==> config.mk <==
export PLATFORM = sky130hd
export DESIGN_NAME = ccs_config_slave
export DESIGN_NICKNAME = d
export VERILOG_FILES = /design/src/verilog/ccs_pkg.sv /design/src/verilog/ccs_sync.sv /design/src/verilog/ccs_fault_latch.sv /design/src/verilog/ccs_config_slave.sv
export SDC_FILE = /design/constraint.sdc
export NUM_CORES = 1
export LEC_CHECK = 0
export BUFFER_PORTS_ARGS = -buffer_cell sky130_fd_sc_hd__buf_2
export CAP_MARGIN = 10
export CORE_MARGIN = 3
export CORE_UTILIZATION = 30
export DETAILED_ROUTE_END_ITERATION = 10
export GPL_ROUTABILITY_DRIVEN = 0
export GPL_TIMING_DRIVEN = 0
export SYNTH_ARGS = -nofsm -noshare
export SYNTH_HDL_FRONTEND = slang
export SYNTH_HIERARCHICAL = 1
export SYNTH_SLANG_ARGS = --single-unit
==> constraint.sdc <==
create_clock -name i_clk -period 4.9 [get_ports i_clk]
set_input_delay 0.49 -clock i_clk [delete_from_list [all_inputs] [get_ports i_clk]]
set_output_delay 0.49 -clock i_clk [all_outputs]
set_load 0.005 [all_outputs]
==> src/verilog/ccs_pkg.sv <==
// constants and types shared by the charger configuration slave
package ccs_pkg;
   // ----------------------------------------------------------------
   // bus addressing
   // ----------------------------------------------------------------
   localparam logic [6:0] CCS_SLAVE_ADDR      = 7'h6B;
   localparam logic [7:0] CCS_OFS_SOURCE_CTRL = 8'h00;
   localparam logic [7:0] CCS_OFS_POWER_CFG   = 8'h01;
   localparam logic [7:0] CCS_OFS_SPARE_FIRST = 8'h02;
   localparam logic [7:0] CCS_OFS_RW_LAST     = 8'h07;
   localparam logic [7:0] CCS_OFS_STATUS      = 8'h08;
   localparam logic [7:0] CCS_OFS_FAULT       = 8'h09;
   localparam logic [7:0] CCS_OFS_LAST        = 8'h0A;
   localparam logic [3:0] CCS_BYTE_BITS       = 4'h8;
   localparam logic [3:0] CCS_LAST_BIT        = 4'h7;

   // ----------------------------------------------------------------
   // field positions and reset values
   // ----------------------------------------------------------------
   localparam int         CCS_CFG_REG_RESET_BIT = 7;
   localparam int         CCS_CFG_KICK_BIT      = 6;
   localparam logic       CCS_HIZ_RST           = 1'b0;
   localparam logic [3:0] CCS_FLOOR_RST         = 4'h6;
   localparam logic [2:0] CCS_CAP_SEL_LOW       = 3'h7;
   localparam logic [2:0] CCS_CAP_SEL_HIGH_LOW  = 3'h0;
   localparam logic [2:0] CCS_CAP_SEL_HIGH_HIGH = 3'h2;
   localparam logic [5:0] CCS_CFG_RST           = 6'h1B;
   localparam logic [7:0] CCS_SPARE_RST         = 8'h00;
   localparam logic [7:0] CCS_UNMAPPED_READ     = 8'h00;

   // ----------------------------------------------------------------
   // timing
   // ----------------------------------------------------------------
   localparam int         CCS_CLK_MHZ      = 20;
   localparam int         CCS_KICK_GAP_NS  = 20000;
   localparam logic [8:0] CCS_KICK_GAP_CYC =
      9'((CCS_KICK_GAP_NS * CCS_CLK_MHZ + 999) / 1000);
   localparam logic [2:0] CCS_STRETCH_CYC  = 3'h2;
   localparam logic [1:0] CCS_STRAP_CYC    = 2'h3;

   // ----------------------------------------------------------------
   // types
   // ----------------------------------------------------------------
   typedef enum logic [2:0] {
      CCS_ST_IDLE = 3'b000,
      CCS_ST_RX   = 3'b001,
      CCS_ST_ACK  = 3'b010,
      CCS_ST_TX   = 3'b011,
      CCS_ST_MACK = 3'b100
   } ccs_state_t;

   typedef enum logic [1:0] {
      CCS_STG_ADDR = 2'b00,
      CCS_STG_REG  = 2'b01,
      CCS_STG_DATA = 2'b10
   } ccs_stage_t;

   typedef struct packed {
      logic       input_high_impedance_enable;
      logic [3:0] input_voltage_floor;
      logic [2:0] input_current_cap;
   } ccs_source_ctrl_t;

   typedef struct packed {
      logic       boost_output_enable;
      logic       charge_enable;
      logic [2:0] minimum_system_voltage;
      logic       boost_current_cap;
   } ccs_power_cfg_t;
endpackage

==> src/verilog/ccs_sync.sv <==
// two flip-flop synchroniser for a group of pin inputs
`timescale 1ns/1ns
`default_nettype none
module ccs_sync #(
   parameter int W = 1
) (
   input  wire logic         i_clk,
   input  wire logic         i_reset,
   input  wire logic [W-1:0] i_async,
   input  wire logic [W-1:0] i_rst_val,
   output logic      [W-1:0] o_sync
);
   logic [W-1:0] meta;
   logic [W-1:0] next_meta;
   logic [W-1:0] next_sync;

   always_comb begin
      next_meta = i_async;
      next_sync = meta;
   end

   // reset value only matters for a bus idling high; parent passes a constant
   always_ff @(posedge i_clk or posedge i_reset) begin
      if (i_reset) begin
         meta   <= '1;
         o_sync <= '1;
      end else begin
         meta   <= next_meta;
         o_sync <= next_sync;
      end
   end

   logic unused_rst;
   assign unused_rst = ^i_rst_val;
endmodule // ccs_sync
`default_nettype wire

==> src/verilog/ccs_fault_latch.sv <==
// read-to-clear fault latch
`timescale 1ns/1ns
`default_nettype none
module ccs_fault_latch #(
   parameter int W = 7
) (
   input  wire logic         i_clk,
   input  wire logic         i_reset,
   input  wire logic [W-1:0] i_fault,
   input  wire logic         i_read_clear,
   output logic      [W-1:0] o_latched
);
   logic [W-1:0] next_latched;

   // a fault present in the clearing cycle survives the clear
   always_comb begin
      next_latched = o_latched | i_fault;
      if (i_read_clear) begin
         next_latched = i_fault;
      end
   end

   always_ff @(posedge i_clk or posedge i_reset) begin
      if (i_reset) begin
         o_latched <= '0;
      end else begin
         o_latched <= next_latched;
      end
   end
endmodule // ccs_fault_latch
`default_nettype wire

==> src/verilog/ccs_config_slave.sv <==
// serial slave port with input source and power-on configuration registers
`timescale 1ns/1ns
`default_nettype none
module ccs_config_slave #(
   parameter logic [7:0] REVISION_ID = 8'h00   // arbitrary value
) (
   input  wire logic                      i_clk,
   input  wire logic                      i_reset,
   input  wire logic                      i_scl,
   output logic                           o_scl_o,
   output logic                           o_scl_oe,
   input  wire logic                      i_sda,
   output logic                           o_sda_o,
   output logic                           o_sda_oe,
   input  wire logic                      i_source_select,
   input  wire logic                      i_boost_request,
   input  wire logic [7:0]                i_status,
   input  wire logic [6:0]                i_fault,
   input  wire logic                      i_watchdog_expired,
   output ccs_pkg::ccs_source_ctrl_t      o_source_ctrl,
   output ccs_pkg::ccs_power_cfg_t        o_power_cfg,
   output logic                           o_charge_active,
   output logic                           o_watchdog_kick,
   output logic                           o_default_mode
);
   import ccs_pkg::*;

   // ----------------------------------------------------------------
   // pin synchronisers and edge detection
   // ----------------------------------------------------------------
   logic [3:0] pins_s;
   logic       scl_s, sda_s, psel_s, boost_s;
   logic       scl_d, sda_d;

   ccs_sync #(.W(4)) u_sync (
      .i_clk     (i_clk),
      .i_reset   (i_reset),
      .i_async   ({i_scl, i_sda, i_source_select, i_boost_request}),
      .i_rst_val (4'hF),
      .o_sync    (pins_s)
   );
   assign {scl_s, sda_s, psel_s, boost_s} = pins_s;

   always_ff @(posedge i_clk or posedge i_reset) begin
      if (i_reset) begin
         scl_d <= 1'b1;
         sda_d <= 1'b1;
      end else begin
         scl_d <= scl_s;
         sda_d <= sda_s;
      end
   end

   logic scl_rise, scl_fall, start_cond, stop_cond;
   assign scl_rise   = scl_s & ~scl_d;
   assign scl_fall   = ~scl_s & scl_d;
   assign start_cond = scl_s & scl_d & sda_d & ~sda_s;
   assign stop_cond  = scl_s & scl_d & ~sda_d & sda_s;

   // ----------------------------------------------------------------
   // register read mux and fault latch
   // ----------------------------------------------------------------
   ccs_source_ctrl_t  src;
   ccs_power_cfg_t    cfg;
   logic [5:0][7:0]   spare;
   logic [6:0]        fault_latched;
   logic              fault_rd;
   logic [7:0]        ptr;
   logic [7:0]        rd_byte;

   ccs_fault_latch #(.W(7)) u_fault (
      .i_clk        (i_clk),
      .i_reset      (i_reset),
      .i_fault      (i_fault),
      .i_read_clear (fault_rd),
      .o_latched    (fault_latched)
   );

   always_comb begin
      rd_byte = CCS_UNMAPPED_READ;
      if (ptr == CCS_OFS_SOURCE_CTRL) begin
         rd_byte = src;
      end else if (ptr == CCS_OFS_POWER_CFG) begin
         rd_byte = {2'b00, cfg};   // reset and kick bits read as zero
      end else if (ptr <= CCS_OFS_RW_LAST) begin
         rd_byte = spare[3'(ptr[2:0] - 3'h2)];
      end else if (ptr == CCS_OFS_STATUS) begin
         rd_byte = i_status;
      end else if (ptr == CCS_OFS_FAULT) begin
         rd_byte = {o_default_mode, fault_latched};
      end else if (ptr == CCS_OFS_LAST) begin
         rd_byte = REVISION_ID;
      end
   end

   // ----------------------------------------------------------------
   // link state machine
   // ----------------------------------------------------------------
   ccs_state_t state, next_state;
   ccs_stage_t stage, next_stage;
   logic [3:0] bitcnt, next_bitcnt;
   logic [7:0] shift, next_shift;
   logic [7:0] next_ptr;
   logic       rw, next_rw;
   logic       first, next_first;
   logic       sda_oe, next_sda_oe;
   logic [2:0] stretch, next_stretch;
   logic       wr_stb;
   logic       accept;
   logic [7:0] load_byte;

   always_comb begin
      next_state   = state;
      next_stage   = stage;
      next_bitcnt  = bitcnt;
      next_shift   = shift;
      next_ptr     = ptr;
      next_rw      = rw;
      next_first   = first;
      next_sda_oe  = sda_oe;
      next_stretch = (stretch != 3'h0) ? stretch - 3'h1 : 3'h0;
      wr_stb       = 1'b0;
      fault_rd     = 1'b0;
      accept       = 1'b0;
      // fault register is returned only as the first byte of a read
      load_byte    = (ptr == CCS_OFS_FAULT && !first) ? CCS_UNMAPPED_READ : rd_byte;
      if (start_cond) begin
         next_state   = CCS_ST_RX;
         next_stage   = CCS_STG_ADDR;
         next_bitcnt  = 4'h0;
         next_sda_oe  = 1'b0;
         next_stretch = 3'h0;
      end else if (stop_cond) begin
         next_state  = CCS_ST_IDLE;
         next_sda_oe = 1'b0;
      end else begin
         case (state)
            CCS_ST_RX: begin
               if (scl_rise && bitcnt < CCS_BYTE_BITS) begin
                  next_shift  = {shift[6:0], sda_s};
                  next_bitcnt = bitcnt + 4'h1;
               end else if (scl_fall && bitcnt == CCS_BYTE_BITS) begin
                  case (stage)
                     CCS_STG_ADDR: begin
                        accept     = (shift[7:1] == CCS_SLAVE_ADDR);
                        next_rw    = shift[0];
                        next_first = 1'b1;
                     end
                     CCS_STG_REG: begin
                        accept   = (shift <= CCS_OFS_LAST);
                        next_ptr = shift;
                     end
                     default: begin
                        accept = (ptr <= CCS_OFS_RW_LAST);
                        wr_stb = accept;
                        if (accept) begin
                           next_ptr = ptr + 8'h01;
                        end
                     end
                  endcase
                  next_state  = accept ? CCS_ST_ACK : CCS_ST_IDLE;
                  next_sda_oe = accept;
               end
            end
            CCS_ST_ACK: begin
               if (scl_fall) begin
                  next_bitcnt  = 4'h0;
                  next_stretch = CCS_STRETCH_CYC;
                  if (stage == CCS_STG_ADDR && rw) begin
                     next_state  = CCS_ST_TX;
                     next_stage  = CCS_STG_DATA;
                     next_shift  = load_byte;
                     next_sda_oe = ~load_byte[7];
                     fault_rd    = (ptr == CCS_OFS_FAULT);
                     next_first  = 1'b0;
                     next_ptr    = (ptr <= CCS_OFS_LAST) ? ptr + 8'h01 : ptr;
                  end else begin
                     next_state  = CCS_ST_RX;
                     next_sda_oe = 1'b0;
                     next_stage  = (stage == CCS_STG_ADDR) ? CCS_STG_REG : CCS_STG_DATA;
                  end
               end
            end
            CCS_ST_TX: begin
               if (scl_fall) begin
                  if (bitcnt == CCS_LAST_BIT) begin
                     next_state  = CCS_ST_MACK;
                     next_sda_oe = 1'b0;
                     next_bitcnt = 4'h0;
                  end else begin
                     next_shift  = {shift[6:0], 1'b0};
                     next_sda_oe = ~shift[6];
                     next_bitcnt = bitcnt + 4'h1;
                  end
               end
            end
            CCS_ST_MACK: begin
               if (scl_rise) begin
                  if (sda_s) begin
                     next_state = CCS_ST_IDLE;
                  end else begin
                     next_bitcnt = CCS_BYTE_BITS;
                  end
               end else if (scl_fall && bitcnt == CCS_BYTE_BITS) begin
                  next_state   = CCS_ST_TX;
                  next_bitcnt  = 4'h0;
                  next_stretch = CCS_STRETCH_CYC;
                  next_shift   = load_byte;
                  next_sda_oe  = ~load_byte[7];
                  next_ptr     = (ptr <= CCS_OFS_LAST) ? ptr + 8'h01 : ptr;
               end
            end
            default: begin
               next_state  = CCS_ST_IDLE;
               next_sda_oe = 1'b0;
            end
         endcase
      end
   end

   always_ff @(posedge i_clk or posedge i_reset) begin
      if (i_reset) begin
         state   <= CCS_ST_IDLE;
         stage   <= CCS_STG_ADDR;
         bitcnt  <= 4'h0;
         shift   <= 8'h00;
         ptr     <= 8'h00;
         rw      <= 1'b0;
         first   <= 1'b0;
         sda_oe  <= 1'b0;
         stretch <= 3'h0;
      end else begin
         state   <= next_state;
         stage   <= next_stage;
         bitcnt  <= next_bitcnt;
         shift   <= next_shift;
         ptr     <= next_ptr;
         rw      <= next_rw;
         first   <= next_first;
         sda_oe  <= next_sda_oe;
         stretch <= next_stretch;
      end
   end

   // open-drain: only ever pull low
   assign o_sda_o  = 1'b0;
   assign o_sda_oe = sda_oe;
   assign o_scl_o  = 1'b0;
   assign o_scl_oe = (stretch != 3'h0);

   // ----------------------------------------------------------------
   // register bank
   // ----------------------------------------------------------------
   ccs_source_ctrl_t next_src;
   ccs_power_cfg_t   next_cfg;
   logic [5:0][7:0]  next_spare;
   logic             next_default_mode, next_kick;
   logic [8:0]       kick_gap, next_kick_gap;
   logic [1:0]       strap_cnt, next_strap_cnt;
   logic [2:0]       strap_cap;

   assign strap_cap = !psel_s ? CCS_CAP_SEL_LOW :
                      (boost_s ? CCS_CAP_SEL_HIGH_HIGH : CCS_CAP_SEL_HIGH_LOW);

   always_comb begin
      next_src          = src;
      next_cfg          = cfg;
      next_spare        = spare;
      next_default_mode = o_default_mode;
      next_kick         = 1'b0;
      next_kick_gap     = (kick_gap != 9'h000) ? kick_gap - 9'h001 : 9'h000;
      next_strap_cnt    = strap_cnt;
      // pins are caught once the synchroniser has settled after reset
      if (strap_cnt != CCS_STRAP_CYC) begin
         next_strap_cnt = strap_cnt + 2'h1;
         if (strap_cnt == CCS_STRAP_CYC - 2'h1) begin
            next_src.input_current_cap = strap_cap;
         end
      end
      if (wr_stb) begin
         next_default_mode = 1'b0;
         if (ptr == CCS_OFS_SOURCE_CTRL) begin
            next_src = shift;
         end else if (ptr == CCS_OFS_POWER_CFG) begin
            if (shift[CCS_CFG_REG_RESET_BIT]) begin
               next_src.input_high_impedance_enable = CCS_HIZ_RST;
               next_src.input_voltage_floor         = CCS_FLOOR_RST;
               next_src.input_current_cap           = strap_cap;
               next_cfg                             = CCS_CFG_RST;
               next_spare                           = {6{CCS_SPARE_RST}};
            end else begin
               next_cfg = shift[5:0];
               if (shift[CCS_CFG_KICK_BIT] && kick_gap == 9'h000) begin
                  next_kick     = 1'b1;
                  next_kick_gap = CCS_KICK_GAP_CYC;
               end
            end
         end else begin
            next_spare[3'(ptr[2:0] - 3'h2)] = shift;
         end
      end
      if (i_watchdog_expired) begin
         next_default_mode = 1'b1;
      end
   end

   always_ff @(posedge i_clk or posedge i_reset) begin
      if (i_reset) begin
         src             <= {CCS_HIZ_RST, CCS_FLOOR_RST, CCS_CAP_SEL_LOW};
         cfg             <= CCS_CFG_RST;
         spare           <= {6{CCS_SPARE_RST}};
         o_default_mode  <= 1'b1;
         o_watchdog_kick <= 1'b0;
         kick_gap        <= 9'h000;
         strap_cnt       <= 2'h0;
      end else begin
         src             <= next_src;
         cfg             <= next_cfg;
         spare           <= next_spare;
         o_default_mode  <= next_default_mode;
         o_watchdog_kick <= next_kick;
         kick_gap        <= next_kick_gap;
         strap_cnt       <= next_strap_cnt;
      end
   end

   assign o_source_ctrl   = src;
   assign o_power_cfg     = cfg;
   assign o_charge_active = cfg.charge_enable & ~cfg.boost_output_enable;
endmodule // ccs_config_slave
`default_nettype wire

# After elaboration in Yosys (flattened, before gate mapping)
# Index checks and enable logic that the tools add are counted.
# word_totals
reg_bits	123
word_cells	261
# classes
addsub	6
magnitude_cmp	6
eq_ne	41
n_mux	124
n_bitwise	20
reduce_logical	33
# op_table
op	n
8-bit two-way mux	26
48-bit two-way mux	2
3-bit two-way mux	20
9-bit two-way mux	6
48-bit bitwise mux	1
1-bit two-way mux	38
4-bit two-way mux	9
4-bit != test (second input constant)	9
8-bit one-hot mux with 4 select lines	1
2-bit != test (second input constant)	14
8-bit binary-select mux with 3-bit select	1
8-bit demux with 3-bit select	1
8-bit one-hot mux with 3 select lines	1
2-bit two-way mux	9
8-bit by 4-bit equality test with 1-bit output (second input constant)	2
8-bit by 4-bit less-or-equal comparator with 1-bit output (second input constant)	2
4-bit one-hot mux with 4 select lines	1
8-bit one-hot mux with 2 select lines	1
7-bit AND reduction	2
3-bit one-hot mux with 4 select lines	1
3-bit AND reduction	4
6-bit AND reduction	2
2-bit nonzero test	6
1-bit NOT	11
other kinds (43)	60

# Depth between registers and ports, before layout
# Gate-level depths: netlist of run 1.
# depth
depth_word	14
ltp_mapped	11
mapped_depth_nobuf	8

# Cells and area by module
# Netlist of run 1, hierarchy kept.
# by_module_without_submodules
mod	instances	cells_each	area_per_inst_um2	seq_area_each_um2
ccs_config_slave	1	677	6079.6	2717.6
ccs_fault_latch	1	16	235.2	175.2
ccs_sync	1	9	214.0	210.2

# Worst setup path before layout of run 1
# OpenSTA, ideal clock, no wires.
# synth_path
path_kind	register to register
start	register ptr[1]
end	register shift[0]
setup_ns	0.125
arrival_time_ns	2.399
setup_slack_ns	2.376
path_stages_with_launch	12
path_buffers	4
period_less_slack_ns	2.524
cell_sequence	dfrtp_1 > clkbuf_1 > buf_2 > inv_1 > ha_1 > clkbuf_1 > clkbuf_1 > a22oi_1 > o211ai_1 > a2bb2oi_1 > o32ai_1 > mux2_2
# synth_via
elab_chain_cells	10
elab_cells_between_ends	20
classes_between	add/sub (1); order compare (1); eq/ne (3); mux (13); reduce/logical (2)
# synth_rtl
item	line	source
start, declared	ccs_config_slave.sv:68	logic [7:0] ptr;
start signal, assigned	ccs_config_slave.sv:237	ptr <= next_ptr;
3-bit by 2-bit subtractor with 3-bit output or 8-bit by 4-bit equality test with 1-bit output (tied branches)	ccs_config_slave.sv:86, ccs_config_slave.sv:89, ccs_config_slave.sv:126	
8-bit binary-select mux with 3-bit select or 8-bit two-way mux (tied branches)	ccs_config_slave.sv:86, ccs_config_slave.sv:89	
8-bit two-way mux (on tied branches)	ccs_config_slave.sv:86, ccs_config_slave.sv:87	
8-bit two-way mux	ccs_config_slave.sv:85	end else if (ptr <= CCS_OFS_RW_LAST) begin
8-bit two-way mux	ccs_config_slave.sv:83	end else if (ptr == CCS_OFS_POWER_CFG) begin
8-bit two-way mux	ccs_config_slave.sv:81	if (ptr == CCS_OFS_SOURCE_CTRL) begin
8-bit two-way mux *	ccs_config_slave.sv:126	load_byte = (ptr == CCS_OFS_FAULT && !first) ? CCS_UNMAPPED_READ : rd_byte;
8-bit two-way mux (on tied branches)	ccs_config_slave.sv:204, ccs_config_slave.sv:169	
8-bit two-way mux (on tied branches)	ccs_config_slave.sv:198, ccs_config_slave.sv:166	
8-bit one-hot mux with 4 select lines *	ccs_config_slave.sv:137	case (state)
end signal, assigned	ccs_config_slave.sv:236	shift <= next_shift;
end, declared	ccs_config_slave.sv:102	logic [7:0] shift, next_shift;
# Mark *: on every way between the ends. The rest lies on a longest branch, timed or not. The select of a mux whose other input is x is not followed.
# A chain may end at the register's enable or synchronous reset.

# Worst setup path in the final report of run 1
# layout_path
start	register ptr[0]
end	register shift[0]
# The elaborated chain is that of the path after synthesis.

==> flow_summary.ini, run 1 <==
[status]
status = finished, final reports clean

[floorplan]
rows = 53
io_pins = 43
initial_utilization_pct = 30.7
die_area_um2 = 23600
die_y_um = 153
core_um2 = 21200
die_w_um = 153

[route]
drtAntennaViolNets = 0
vias = 5561
firstDrtPassIters = 5
drcViolationCount = 0
vias_per_cell = 5.30
drt_wl_total_um = 18300
routedWlPerCell_um = 17.5
dr.first_iter.drc_count = 385

[sta]
setup-violations-final = 0
slew_headroom_pct = 26.7
fin_crit_ns = 3.58
hold_viol_final = 0
fin_crit_sh_pct = 73.0
max_clock_freq_mhz = 280
setup-tns-final_ns = 0
slew_viol_final = 0
fin_worst_skew_ns = 0.00701
grt_setup_unrepaired = false
worst_slack_ns = 1.32
worstMarginPinSlew_ns = 1.09

[placement]
portBuffers = 40
post-dp-hpwl_um = 12800
place_ws_ns = 1.41
dpl.cell_count = 1018

[layout]
final_cell_mix = dfrtp_1 (103), nand2_1 (98), o21ai_0 (73), nor2_1 (57), buf_2 (53)
diodes = 0
drive_gt1_share_pct = 17.7
regArea_um2 = 3100
final_cells = 1050
multi_input_area_um2 = 3160
fillers = 2171
nNetsFinal = 798
mostFrequentLayoutCell = dfrtp_1
syn_to_final_growth_pct = 18.0

[grt]
grt_max_degree = 57
grt_pass1_wl_um = 29800
grt_pass1_vias = 5513
gr-total-overflow = 0
gr-usage-all-layers_pct = 15.8
antenna_found_initial = 0

[critical_path]
startpoint = ptr[0]
arrival_ns = 3.88
worst-path-max-fanout = 10
start_kind = register
cp_common_cell = clkbuf_1
r2r-start = ptr[0]
end_kind = register
crit_type = reg2reg
cp.required_ns = 5.21
slowest_delay_ns = 0.60
critPathSlowestCell = clkbuf_1
crit_chain = clkbuf_1, inv_1, ha_1, clkbuf_1, clkbuf_1, a22oi_1, o211ai_1, a2bb2oi_1, o32ai_1, mux2_2

[power]
ir_worst_vdd_mv = 0.280
power_leakage_nw = 3.36
power_density_nw_per_um2 = 316

[cts]
cts_root_buf = clkbuf_16
htree_levels = 4
post_cts_resize_count = 0
cts_tree = done
clock_path_buffers = 2
clkSinkCount = 123
path_clk_slew_ns = 0.06
cts_setup_buffers = 0
numCtsBuffers = 17
cts_hold_buf = 0
clock_latency_ns = 0.43

[flow_run]
drv_cap = 0

[yosys]
synth_area_um2 = 6530
avgSynthCellArea_um2 = 9.31
postSynthCellCount = 701
yosysWarningCount = 6

[worst_hold_path]
hold_class = in2async
flip-flops by register name, indices dropped and copies added, names as in the netlist, 6 cells and up:
signal and count:
kick_gap 9, o_power_cfg 6, o_source_ctrl 8, ptr 8
shift 8, spare 48, u_fault/o_latched 7
worst max-delay path, delay by kind of cell (launching register included):
kind | cells | cell delay (ns)
mux | 1 | 0.28
fa+ha+maj | 1 | 0.31
buf+inv | 4 | 1.52
compound gates | 4 | 0.93
flops | 1 | 0.41
cell type report:
cell class	instances	area share [%]
timing repair buffer	41	2.96
buffer	35	2.16
multi-input combinational	517	41.0
clock buffer	20	5.93
clock inverter	12	1.79
inverter	27	1.35
sequential	123	40.3
tap	275	4.47
path summary, 6_finish.rpt:
check                      cells past startpoint  slack [ns]                   end
hold reg to reg                                0        0.35      u_sync/o_sync[2]
min in group i_clk                             1        0.16        u_sync/meta[0]
setup reg to reg                              10        1.32              shift[0]
max in group asynchronous                      3        3.89        o_default_mode
setup / recovery                              10        1.32              shift[0]
hold / removal                                 2        0.05  u_fault/o_latched[4]
per-layer routing:
layer  share of wire, %  routed length, um  vias up  track usage (%)
met5                  0                  0        -                0
met4                1.9                351        0             5.13
met3                7.1               1300       32             4.90
met2                 46               8480      192             23.9
met1                 45               8210     2701             21.6
li1                   -                  -     2636                -
metrics by stage:
stage | total power [W] | hold slack, ns | util (%) | cell area [um^2]
detailed placement | 0.00119 | 0.347 | 33.5 | 7100
CTS | 0.00246 | 0.0507 | 36.3 | 7700
finish | 0.00244 | 0.0519 | 36.3 | 7700
global route | 0.00252 | 0.0660 | 36.3 | 7700
floorplan | 0.00114 | 0.293 | - | 6530
global placement | 0.00118 | 0.346 | 33.3 | 7070
power breakdown:
group | switching (W) | internal [W] | leakage, nW | total, W
Combinational | 0.0000605 | 0.0000422 | 1.52 | 0.000103
Sequential | 0.0000269 | 0.00104 | 1.55 | 0.00107
Clock | 0.000486 | 0.000780 | 0.287 | 0.00127
Total | 0.000574 | 0.00186 | 3.36 | 0.00244
Power figures use the tool's default switching activity.
==> run 2: changes to the inputs <==
==> constraint.sdc (replaced) <==
create_clock -name i_clk -period 3.32 [get_ports i_clk]
set_input_delay 0.332 -clock i_clk [delete_from_list [all_inputs] [get_ports i_clk]]
set_output_delay 0.332 -clock i_clk [all_outputs]
set_load 0.005 [all_outputs]
==> flow_summary.ini, run 2 (synthesis gave the netlist of run 1 again) <==
[status]
status = finished, final reports clean

[power]
ir_worst_vdd_mv = 0.417
power_leakage_nw = 3.39
power_density_nw_per_um2 = 464
totalPowerFinal_w = 0.00360

[critical_path]
r2r-start = ptr[1]
reg2regPathDepth = 9
critical_path_buf_inv_count = 4
crit_family = buffers and inverters
r2r_end = shift[0]
worst-path-max-fanout = 10
crit_chain = clkbuf_2, clkbuf_4, inv_1, ha_1, clkbuf_1, a41oi_1, a2bb2oi_1, o32ai_1, mux2_2
startpoint = ptr[1]
r2r_slack_ns = 0.25
crit_type = reg2reg
end_kind = register
slowest_delay_ns = 0.42
cp.required_ns = 3.63
arrival_ns = 3.38
critPathSlowestCell = dfrtp_1
start_kind = register

[grt]
gr-total-overflow = 0
antenna_found_initial = 0
grt_pass1_wl_um = 29800
gr-usage-all-layers_pct = 15.8
grt_pass1_vias = 5521
grt_max_degree = 57

[route]
vias = 5638
firstDrtPassIters = 5
vias_per_cell = 5.34
routedWlPerCell_um = 17.5
dr.first_iter.drc_count = 412
drtAntennaViolNets = 0
drcViolationCount = 0
drt_wl_total_um = 18400

[layout]
regArea_um2 = 3100
mostFrequentLayoutCell = dfrtp_1
top_regs = spare (48), kick_gap (9)
multi_input_area_um2 = 3160
drive_gt1_share_pct = 18.1
largest_reg_flops = 48
nNetsFinal = 803
syn_to_final_growth_pct = 18.8
fillers = 2170
diodes = 0
final_cell_mix = dfrtp_1 (103), nand2_1 (98), o21ai_0 (73), nor2_1 (57), buf_2 (52)
regMostFlops = spare

[floorplan]
die_area_um2 = 23600
die_y_um = 153
die_w_um = 153
core_um2 = 21200
io_pins = 43
initial_utilization_pct = 30.7
rows = 53

[sta]
fin_crit_sh_pct = 92.6
fin_worst_skew_ns = 0.00793
slew_headroom_pct = 24.1
max_clock_freq_mhz = 325
slew_viol_final = 0
hold_viol_final = 0
setup-tns-final_ns = 0
worstMarginPinSlew_ns = 1.13
setup-violations-final = 0
fin_crit_ns = 3.07
fin_hold_ws_ns = 0.0791
grt_setup_unrepaired = false

[cts]
numCtsBuffers = 17
clkSinkCount = 123
cts_root_buf = clkbuf_16
path_clk_slew_ns = 0.06
clock_latency_ns = 0.43
cts_setup_buffers = 0
htree_levels = 4
clock_path_buffers = 2
cts_tree = done

[worst_hold_path]
hold_class = in2reg
min-delay-start = i_fault[3]
hold_depth = 2
hold_path_end = u_fault/o_latched[3]

[placement]
post-dp-hpwl_um = 12800
portBuffers = 40

[flow_run]
drv_cap = 0
-- run 2: cell types whose count changed in the layout (fill, tap and decap cells not counted), sizes merged --
cell         delta
clkbuf          +1
buf             -1
dlygate4sd3     +5
-- run 2: per-layer routing --
| layer | vias up | part of all wire [%] | global-route usage (%) |
|---|---|---|---|
| met2 | 188 | 46 | 23.9 |
| li1 | 2652 | - | - |
| met1 | 2773 | 45 | 21.7 |
| met4 | 0 | 1.6 | 5.13 |
| met5 | - | 0 | 0 |
| met3 | 25 | 7.1 | 4.90 |
-- run 2: through the flow --
stage          util, %  instances  worst slack [ns]  instance area (um^2)
2_1_floorplan        -        702             0.162                  6530
3_3_place_gp      33.3       1017             -1.39                  7070
3_5_place_dp      33.5       1018            -0.172                  7100
4_1_cts           36.5       1055            0.0565                  7750
5_1_grt           36.5       1055            0.0104                  7750
6_report          36.5       1055             0.247                  7750
-- run 2: worst max path at each step --
| stage | end | slack, ns | cells past startpoint |
|---|---|---|---|
| after detailed placement | shift[0] | -0.17 | 10 |
| after floorplan | bitcnt[0] | 0.16 | 1 |
| after global placement | state[2] | -1.39 | 2 |
| after CTS | shift[0] | 0.06 | 11 |
| after global routing | shift[0] | 0.01 | 9 |
| final | shift[0] | 0.25 | 9 |
-- run 2: layout make-up --
cell class	count	area share, %
multi-input cells	517	40.7
clock inverters	12	1.77
clock buffers	20	5.89
repair buffers	46	3.58
inverters	27	1.34
flip-flops and latches	123	40.0
well taps	275	4.44
plain buffers	35	2.24
-- run 2: power by group --
group,switching [W],leakage (nW),internal (W),total [W]
registers,0.0000397,1.55,0.00154,0.00158
logic,0.0000904,1.55,0.0000661,0.000156
clock network,0.000716,0.287,0.00115,0.00187
-- run 2: timing repair --
action                                 CTS  global route
gates cloned                             0             0
endpoints found under the hold margin   11             0
setup endpoints to repair                1             6
gates resized for setup                  2             5
hold buffers                             5             0
